### config.mk
export PLATFORM = sky130hd
export DESIGN_NAME = scs_handshake
export DESIGN_NICKNAME = d
export VERILOG_FILES = /design/src/scs_sync.sv /design/src/scs_handshake.sv
export SDC_FILE = /design/constraint.sdc
export NUM_CORES = 1
export LEC_CHECK = 0
export BUFFER_PORTS_ARGS = -buffer_cell sky130_fd_sc_hd__buf_2
export CORE_ASPECT_RATIO = 1.5
export CORE_UTILIZATION = 54
export CTS_BUF_LIST = sky130_fd_sc_hd__clkbuf_8
export DETAILED_ROUTE_END_ITERATION = 10
export PLACE_DENSITY = 0.82
export SYNTH_ARGS = -nofsm -noshare
export SYNTH_HDL_FRONTEND = slang
export SYNTH_HIERARCHICAL = 1
export SYNTH_SLANG_ARGS = --single-unit
### constraint.sdc
create_clock -name i_ref_clk -period 2.7 [get_ports i_ref_clk]
set_clock_uncertainty 0.15 [all_clocks]
set_input_delay 0.135 -clock i_ref_clk [delete_from_list [all_inputs] [get_ports i_ref_clk]]
set_output_delay 0.135 -clock i_ref_clk [all_outputs]
set_load 0.005 [all_outputs]
### src/scs_sync.sv
/*
 * Holds the shared package of the scanner channel handshake block (pin
 * widths, reset levels, timing constants, measurement states) and a
 * two-flip-flop synchroniser for a group of pin inputs.
 * Assumes one clock, a synchronous active-high reset and a clock enable
 * that freezes every flip-flop while low.
 */
`timescale 1ns/100ps

package scs_pkg;
   localparam int            CH_W          = 8;      // channel number width
   localparam int            RES_W         = 32;     // result word width
   localparam int            CLK_PERIOD_NS = 10;     // 100 MHz clock
   localparam int            T_RESP_NS     = 60000;  // typical response, ns
   localparam int            RESP_CYC      = T_RESP_NS / CLK_PERIOD_NS;
   localparam int            RESP_W        = 16;     // response counter width
   localparam logic [CH_W-1:0] CH_SYNC_RST = 8'hFF;  // lines idle high
   localparam logic          STB_SYNC_RST  = 1'b1;   // strobe idle high
   localparam logic          TRG_SYNC_RST  = 1'b0;   // trigger idle low
   localparam logic [CH_W-1:0] CH_RST      = 8'h00;  // channel after reset
   localparam logic [RES_W-1:0] RES_RST    = 32'h0000_0000;
   localparam logic          STAT_N_RST    = 1'b0;   // status asserted (low)

   typedef enum logic [1:0] {
      ST_IDLE,
      ST_ANALOG,
      ST_FINISH
   } scs_state_e;
endpackage : scs_pkg

module scs_sync #(
   parameter int          W   = 1,
   parameter logic [W-1:0] RST = '0
) (
   input  wire logic         i_ref_clk,
   input  wire logic         i_sys_rst,
   input  wire logic         i_clk_en,
   input  wire logic [W-1:0] i_async,
   output logic      [W-1:0] o_sync
);
   logic [W-1:0] meta_q;
   logic [W-1:0] meta_d;
   logic [W-1:0] sync_q;
   logic [W-1:0] sync_d;

   // one two-stage chain per bit; the first stage feeds the second only
   for (genvar b = 0; b < W; b++) begin : g_bit
      always_comb begin
         meta_d[b] = i_clk_en ? i_async[b] : meta_q[b];
         sync_d[b] = i_clk_en ? meta_q[b]  : sync_q[b];
      end
   end

   // register both stages
   always_ff @(posedge i_ref_clk) begin
      if (i_sys_rst) begin
         meta_q <= RST;
         sync_q <= RST;
      end else begin
         meta_q <= meta_d;
         sync_q <= sync_d;
      end
   end

   assign o_sync = sync_q;
endmodule : scs_sync

### src/scs_handshake.sv
/*
 * Scanner-side handshake port of a capacitance meter: takes the channel
 * number, channel strobe and outside trigger from the scanner pins,
 * starts measurements, and drives the active-low analog-done and
 * measurement-done status lines.
 * Assumes the pins are asynchronous, the measurement engine reports the
 * end of its analog phase and of the whole measurement as one-cycle
 * pulses on this clock, and the mode inputs come from local logic.
 */
`timescale 1ns/100ps

module scs_handshake
   import scs_pkg::*;
#(
   parameter int P_RESP_CYC = scs_pkg::RESP_CYC
) (
   input  wire logic                      i_ref_clk,
   input  wire logic                      i_sys_rst,
   input  wire logic                      i_clk_en,
   input  wire logic [scs_pkg::CH_W-1:0]  i_channel_number_n,
   input  wire logic                      i_channel_strobe_n,
   input  wire logic                      i_outside_trigger_in,
   input  wire logic                      i_outside_trigger_in_mode,
   input  wire logic                      i_multi_chan_en,
   input  wire logic                      i_analog_end,
   input  wire logic                      i_meas_end,
   input  wire logic [scs_pkg::RES_W-1:0] i_result,
   output logic                           o_analog_done_n,
   output logic                           o_measurement_done_n,
   output logic [scs_pkg::CH_W-1:0]       o_channel,
   output logic                           o_meas_start,
   output logic [scs_pkg::RES_W-1:0]      o_result,
   output logic                           o_resp_late
);
   import scs_pkg::*;

   logic [CH_W-1:0]  ch_n_s;
   logic             stb_n_s;
   logic             trg_s;
   logic             stb_n_prev_q, stb_n_prev_d;
   logic             trg_prev_q,   trg_prev_d;
   logic             stb_fall, trg_rise, accept, load;
   scs_state_e       state_q, state_d;
   logic [CH_W-1:0]  chan_q, chan_d;
   logic [RES_W-1:0] res_q, res_d;
   logic             idx_n_q, idx_n_d;
   logic             eom_n_q, eom_n_d;
   logic             start_q, start_d;
   logic [RESP_W-1:0] resp_q, resp_d;
   logic             late_q, late_d;

   // pin inputs pass two flip-flops first
   scs_sync #(.W(CH_W), .RST(CH_SYNC_RST)) u_ch_sync (
      .i_ref_clk (i_ref_clk),
      .i_sys_rst (i_sys_rst),
      .i_clk_en  (i_clk_en),
      .i_async   (i_channel_number_n),
      .o_sync    (ch_n_s)
   );
   scs_sync #(.W(2), .RST({STB_SYNC_RST, TRG_SYNC_RST})) u_ctl_sync (
      .i_ref_clk (i_ref_clk),
      .i_sys_rst (i_sys_rst),
      .i_clk_en  (i_clk_en),
      .i_async   ({i_channel_strobe_n, i_outside_trigger_in}),
      .o_sync    ({stb_n_s, trg_s})
   );

   // trigger sources and acceptance
   always_comb begin
      stb_n_prev_d = i_clk_en ? stb_n_s : stb_n_prev_q;
      trg_prev_d   = i_clk_en ? trg_s   : trg_prev_q;
      stb_fall = stb_n_prev_q & ~stb_n_s & i_multi_chan_en;
      trg_rise = ~trg_prev_q & trg_s & i_outside_trigger_in_mode;
      accept   = i_clk_en & (state_q == ST_IDLE) & (stb_fall | trg_rise);
      load     = accept & i_multi_chan_en & ~stb_n_s;
   end

   // measurement sequence, status lines, channel and result
   always_comb begin
      state_d = state_q;
      chan_d  = chan_q;
      res_d   = res_q;
      idx_n_d = idx_n_q;
      eom_n_d = eom_n_q;
      start_d = start_q;                                    // frozen when low
      resp_d  = resp_q;
      late_d  = late_q;
      if (i_clk_en) begin
         start_d = 1'b0;                                    // one-cycle pulse
         case (state_q)
            ST_IDLE: begin
               if (accept) begin
                  state_d = ST_ANALOG;
                  start_d = 1'b1;
                  idx_n_d = 1'b1;
                  eom_n_d = 1'b1;
                  resp_d  = '0;
                  late_d  = 1'b0;
               end
               if (load) begin
                  chan_d = ~ch_n_s;
               end
            end
            ST_ANALOG: begin
               if (i_analog_end) begin
                  state_d = ST_FINISH;
                  idx_n_d = 1'b0;
               end
            end
            ST_FINISH: begin
               if (i_meas_end) begin
                  state_d = ST_IDLE;
                  res_d   = i_result;
                  eom_n_d = 1'b0;
               end
            end
            default: state_d = ST_IDLE;
         endcase
         // watch the time from trigger to analog-done
         if (state_q == ST_ANALOG) begin
            if (resp_q < RESP_W'(P_RESP_CYC)) begin
               resp_d = resp_q + RESP_W'(1);
            end else begin
               late_d = 1'b1;
            end
         end
         if (!i_multi_chan_en) begin
            idx_n_d = 1'b0;
            eom_n_d = 1'b0;
         end
      end
   end

   // register the handshake state
   always_ff @(posedge i_ref_clk) begin
      if (i_sys_rst) begin
         stb_n_prev_q <= STB_SYNC_RST;
         trg_prev_q   <= TRG_SYNC_RST;
         state_q      <= ST_IDLE;
         chan_q       <= CH_RST;
         res_q        <= RES_RST;
         idx_n_q      <= STAT_N_RST;
         eom_n_q      <= STAT_N_RST;
         start_q      <= 1'b0;
         resp_q       <= '0;
         late_q       <= 1'b0;
      end else begin
         stb_n_prev_q <= stb_n_prev_d;
         trg_prev_q   <= trg_prev_d;
         state_q      <= state_d;
         chan_q       <= chan_d;
         res_q        <= res_d;
         idx_n_q      <= idx_n_d;
         eom_n_q      <= eom_n_d;
         start_q      <= start_d;
         resp_q       <= resp_d;
         late_q       <= late_d;
      end
   end

   // outputs straight from flip-flops
   assign o_analog_done_n      = idx_n_q;
   assign o_measurement_done_n = eom_n_q;
   assign o_channel            = chan_q;
   assign o_meas_start         = start_q;
   assign o_result             = res_q;
   assign o_resp_late          = late_q;

   // checks on the handshake
   a_strobe_loads_chan: assert property (@(posedge i_ref_clk)
      disable iff (i_sys_rst)
      (i_clk_en && state_q == ST_IDLE && stb_fall && !stb_n_s)
      |=> (state_q == ST_ANALOG && chan_q == ~$past(ch_n_s)))
      else $error("strobe did not load channel and start");

   a_start_has_cause: assert property (@(posedge i_ref_clk)
      disable iff (i_sys_rst)
      o_meas_start |-> $past(i_outside_trigger_in_mode && trg_rise
                             || i_multi_chan_en && stb_fall))
      else $error("start without an allowed trigger");

   a_start_clears_stat: assert property (@(posedge i_ref_clk)
      disable iff (i_sys_rst)
      (o_meas_start && $past(i_multi_chan_en))
      |-> (o_analog_done_n && o_measurement_done_n))
      else $error("status not cleared at start");

   a_index_on_end: assert property (@(posedge i_ref_clk)
      disable iff (i_sys_rst)
      (i_clk_en && state_q == ST_ANALOG && i_analog_end && i_multi_chan_en)
      |=> (!o_analog_done_n && o_measurement_done_n))
      else $error("analog-done not asserted at analog end");

   a_eom_on_end: assert property (@(posedge i_ref_clk)
      disable iff (i_sys_rst)
      (i_clk_en && state_q == ST_FINISH && i_meas_end)
      |=> (!o_measurement_done_n && state_q == ST_IDLE
           && o_result == $past(i_result)))
      else $error("measurement-done or result wrong at end");

   a_result_stable: assert property (@(posedge i_ref_clk)
      disable iff (i_sys_rst)
      (!o_measurement_done_n && $past(!o_measurement_done_n)
       && i_multi_chan_en) |-> $stable(o_result))
      else $error("result changed while measurement-done asserted");

   a_off_holds_low: assert property (@(posedge i_ref_clk)
      disable iff (i_sys_rst)
      ($past(i_clk_en && !i_multi_chan_en))
      |-> (!o_analog_done_n && !o_measurement_done_n))
      else $error("status not low with correction off");

   a_chan_only_trig: assert property (@(posedge i_ref_clk)
      disable iff (i_sys_rst)
      $changed(o_channel) |-> $past(load))
      else $error("channel changed without a trigger");

   a_late_flag: assert property (@(posedge i_ref_clk)
      disable iff (i_sys_rst)
      (o_meas_start && i_multi_chan_en) |-> !o_resp_late)
      else $error("late flag not cleared at start");
endmodule : scs_handshake

Yosys cells after proc, flatten, opt, wreduce, memory -nomap -nowiden
Index checks and enable logic that the tools add are counted.
W data, S select, Z words.
{ "word_totals": {"regBits": 84, "input_bits": 49, "out_inout_bits": 44, "word_cells": 65} }
{ "classes": {"add_sub_neg": 1, "magnitude_cmp": 1, "eq_ne": 10, "muxes": 21, "n_bitwise": 12, "n_reduce_logical": 6} }
{ "ops": {"columns": ["operator", "count"], "rows": [
  ["$mux W16", 4],
  ["$add A16 B1 Y16 const B", 1],
  ["$lt A16 B13 Y1 const B", 1],
  ["$reduce_and A4 Y1", 3],
  ["$mux W1", 11],
  ["$ne A3 B3 Y1 const B", 3],
  ["$and A1 B1 Y1", 8],
  ["$not A8 Y8", 1],
  ["$mux W2", 3],
  ["$ne A2 B2 Y1 const B", 3],
  ["$ne A3 B1 Y1 const B", 2],
  ["$pmux W2 S3", 1],
  ["$reduce_and A3 Y1", 2],
  ["$pmux W1 S2", 2],
  ["$eq A2 B1 Y1 const B", 1],
  ["$eq A2 B2 Y1 const B", 1],
  ["$logic_not A2 Y1", 1],
  ["$not A1 Y1", 2],
  ["$or A1 B1 Y1", 1]
]} }

Depth between registers and ports, before layout
{ "depth": {"depth_word": 9, "ltp_mapped": 7, "mapped_depth_nobuf": 5} }

Hierarchy
The synthesis kept the hierarchy.
{ "by_module_without_submodules": {"columns": ["mod", "instances", "cells_per_inst", "area_per_inst_um2", "seq_area_each_um2"], "rows": [
  ["scs_handshake", 1, 306, 2595.0, 1281.2],
  ["scs_sync at u_ch_sync", 1, 53, 600.6, 320.3],
  ["scs_sync at u_ctl_sync", 1, 12, 137.6, 80.1]
]} }

Worst setup path after synthesis
Ideal clock, no wire load.
{ "synth_timing": {"kind": "reg-to-reg", "from": "register resp_q[0]", "to": "register resp_q[8]", "setup_time_ps": 70, "t_arrival_ps": 1632, "slack_ps": 847, "path_stages_with_launch": 6, "n_path_buf": 0, "period_less_slack_ps": 1853, "cell_sequence": "dfxtp_1 -> ha_1 -> nand3_1 -> or4_1 -> or3_1 -> a21oi_1"} }
{ "synth_between": {"elab_chain_cells": 3, "elab_cells_between_ends": 4, "cone_classes": "add/sub: 1; order compare: 1; mux: 2"} }
{ "synth_rtl": {"columns": ["element", "line_no", "rtl"], "rows": [
  ["start: declaration", "scs_handshake.sv:49", "logic [RESP_W-1:0] resp_q, resp_d;"],
  ["start signal: assignment", "scs_handshake.sv:156", "resp_q <= resp_d;"],
  ["$add A16 B1 Y16 / $lt A16 B13 Y1 (equally long branches)", "scs_handshake.sv:122, scs_handshake.sv:121", null],
  ["$mux W16 *", "scs_handshake.sv:121", "if (resp_q < RESP_W'(P_RESP_CYC)) begin"],
  ["$mux W16 *", "scs_handshake.sv:120", "if (state_q == ST_ANALOG) begin"]
]} }
Mark *: on every way between the ends. The rest lies on a longest branch, timed or not.
A chain may end at the register's enable or synchronous reset.

Worst setup path in the final report
{ "layout_timing": {"from": "register resp_q[11]", "to": "register resp_q[0]"} }
{ "layout_between": {"elab_chain_cells": 3} }
{ "layout_rtl": {"columns": ["element", "line_no"], "rows": [
  ["$lt A16 B13 Y1", "scs_handshake.sv:121"],
  ["$mux W16", "scs_handshake.sv:121"],
  ["$mux W16", "scs_handshake.sv:120"]
]} }
Every way passes these cells.

==> impl_metrics.py <==
metrics = {
    "outcome": {
        "status": "finished clean",
    },
    "global_routing": {
        "grt_pass1_wl_mm": 13.9,
        "gr-total-overflow": 0,
        "grt_max_degree": 33,
        "antenna_found_initial": 0,
        "track_usage_pct": 27.9,
        "first_global_vias": 3088,
    },
    "synth": {
        "synth_top_flop_cell": "dfxtp_1",
        "syn_area_per_cell_um2": 8.98,
        "synth_top_cell_by_area": "dfxtp_1",
        "synth_seq_cells": 84,
        "yosysWarningCount": 6,
        "ys_top_cells_by_area": "dfxtp_1 50%, nand2_1 9.0%, a21oi_1 6.2%, a211o_1 5.0%, nor2b_1 3.6%",
        "syn-instance-count": 371,
        "synth_edf_count": 0,
        "ys_top_cells_by_count": "84 x dfxtp_1, 80 x nand2_1, 41 x a21oi_1, 20 x nor2_1",
        "yosysTopAreaCellShare_pct": 50.5,
        "async_flop_share_pct": 0,
        "synth_area_um2": 3330,
        "synth_most_common_cell": "dfxtp_1",
        "synth_fp_nets": 421,
        "ys_types": 39,
        "synth_seq_area_share_pct": 50.5,
    },
    "power": {
        "pwr-share-clk_pct": 41.4,
        "switching_share_pct": 21.6,
        "power.switching_mw": 0.546,
        "p_leak_nw": 1.80,
        "internal_power_mw": 1.99,
        "power_frac_seq_pct": 50.5,
        "p_per_area_nw_per_um2": 564,
        "p_comb_share_pct": 8.0,
        "ir_drop_uv": 463,
        "power.total_mw": 2.53,
    },
    "worst_setup_path": {
        "path_delay_family": "compound AO/OA/AOI/OAI gates",
        "crit_arrival_ns": 2.16,
        "crit_required_ns": 2.82,
        "cp.buffers_inverters": 0,
        "cp-start-kind": "register",
        "cpPeakStageDelay_ns": 0.54,
        "critPathKind": "reg -> reg",
        "crit_slowest_cell": "o311ai_4",
        "cp_max_fo": 10,
        "worstPathCellList": "nand4b_1 > o311ai_4 > a21oi_1 > a211oi_1",
        "cp-end-kind": "register",
    },
    "drt": {
        "first_iter_violations": 137,
        "drt_pre_antenna_iters": 4,
        "wl_per_cell_um": 14.9,
        "ant_nets": 0,
        "dr_total_vias": 3243,
        "viasPerCell": 5.62,
        "routed_wl_mm": 8.59,
        "drc": 0,
    },
    "clock_tree": {
        "cts-buffers-inserted": 9,
        "root_buffer": "clkbuf_8",
        "cts_max_level": 3,
        "tritoncts": "done",
        "post_cts_resized": 0,
        "cts.sinks": 84,
        "clk_pin_slew_worst_paths_ns": 0.08,
        "clkLatencyLatePin_ns": 0.36,
        "max-clock-path-buffers": 2,
    },
    "place": {
        "dp_hpwl_mm": 4.91,
        "port_buffers": 92,
        "preCtsSetupSlack_ns": 0.564,
        "gp_routability_congestion": 0.837,
    },
    "timing": {
        "fin_crit_ns": 2.04,
        "hold_viol_final": 0,
        "slew_headroom_pct": 61.8,
        "grt_setup_unrepaired": "no",
        "fin_crit_sh_pct": 75.7,
        "worst_slack_ns": 0.656,
        "finalSetupTns_ns": 0,
        "slew_viol_final": 0,
        "setup_viol": 0,
        "max_clock_freq_ghz": 0.489,
        "worstMarginPinSlew_ns": 0.572,
    },
    "die": {
        "die_width_um": 66.2,
        "row_count": 34,
        "die-area_um2": 6500,
        "start_util_pct": 56.8,
        "ios": 93,
        "die_height_um": 98.2,
        "coreArea_um2": 5870,
    },
    "layout": {
        "insertedDiodeCount": 0,
        "post-route-util_pct": 76.5,
        "area_growth_pct": 34.7,
        "nFillCells": 373,
        "layout-drive-gt1-share_pct": 24.0,
        "final_nets": 550,
        "regArea_um2": 1680,
        "multi_input_area_um2": 1510,
    },
    "job": {
        "drv_cap": 0,
    },
    "worst_hold_path": {
        "hold_class": "in -> reg",
    },
}
## kinds of logic (layout without fill, tap and decap cells)
family | Yosys count | count (layout) | synth area share (%)
adders and majority gates | 1 | 1 | 0.375
buffers and inverters | 31 | 165 | 4.35
AOI/OAI and AO/OA | 102 | 102 | 22.4
DFF | 84 | 84 | 50.5
muxes | 7 | 7 | 2.10
and+or+nand+nor | 146 | 146 | 20.3
## layer usage
layer / global-route usage (%) / wire length, um
met1: 30.4 / 3360
met2: 46.5 / 4180
met3: 7.48 / 616
met4: 17.3 / 434
met5: 0 / 0
## cell usage in the layout, fill, tap and decap left out, types with 8 or more instances in the layout
| cell type | netlist | final |
|---|---|---|
| nor2b_1 | 19 | 19 |
| nor2_1 | 20 | 19 |
| a21oi_1 | 41 | 41 |
| dlygate4sd3_1 | 0 | 43 |
| clkbuf_8 | 0 | 9 |
| dfxtp_1 | 84 | 84 |
| inv_1 | 7 | 8 |
| buf_2 | 3 | 92 |
| a211oi_1 | 10 | 10 |
| a211o_1 | 19 | 19 |
| nand2_1 | 80 | 80 |
## area by class of cell
class                           count  area share [%]
Clock buffer                        9            2.76
Clock inverter                      7            2.59
Inverter                            7           0.585
Multi-Input combinational cell    256            33.6
Sequential cell                    84            37.4
Tap cell                           72            2.01
Timing Repair Buffer              142            21.0
## state kept, by name, summed over array words and instances (netlist names)
register,flops
u_ctl_sync/meta_q,2
u_ch_sync/meta_q,8
o_meas_start,1
o_analog_done_n,1
u_ch_sync/o_sync,8
state_q,2
trg_prev_q,1
stb_n_prev_q,1
resp_q,16
o_measurement_done_n,1
o_result,32
o_resp_late,1
u_ctl_sync/o_sync,2
o_channel,8
## per-stage QoR
stage	cell area (um2)	instances	hold WS (ns)
after detailed placement	3820	518	0.199
after floorplan	3330	371	0.0574
after global routing	4490	577	0.0588
after global placement	3820	518	0.191
final	4490	577	0.0243
after CTS	4490	577	0.0170
## power groups by stage
stage	Clock (mW)	Combinational, mW	Sequential (mW)
2_1_floorplan	0	0.0914	1.31
3_3_place_gp	0	0.147	1.31
3_5_place_dp	0	0.149	1.31
4_1_cts	1.06	0.199	1.28
5_1_grt	1.12	0.223	1.28
6_report	1.05	0.203	1.28
## worst register-to-register path, cell delays in order, from the launching register on
cell and delay, ns:
dfxtp_1 0.38, nand4b_1 0.32, o311ai_4 0.54, a21oi_1 0.29, a211oi_1 0.29
## path summary, 6_finish.rpt
path / to / slack (ns) / start / cells past startpoint
worst min register to register: o_channel[4]$_SDFFE_PP0P_ / 0.27 / u_ch_sync/o_sync[4]$_SDFFE_PP1P_ / 1
worst min-delay path: o_measurement_done_n$_SDFFE_PP0P_ / 0.02 / i_multi_chan_en / 4
worst max-delay path: resp_q[0]$_SDFFE_PP0P_ / 0.66 / resp_q[11]$_SDFFE_PP0P_ / 4
worst max register to register: resp_q[0]$_SDFFE_PP0P_ / 0.66 / resp_q[11]$_SDFFE_PP0P_ / 4
## what timing repair did
| item | in CTS | in global routing |
|---|---|---|
| endpoints found under the hold margin | 44 | 0 |
| hold buffers | 43 | 0 |
| setup buffers | 0 | 0 |
No activity file was read; power rests on OpenSTA's default activity.
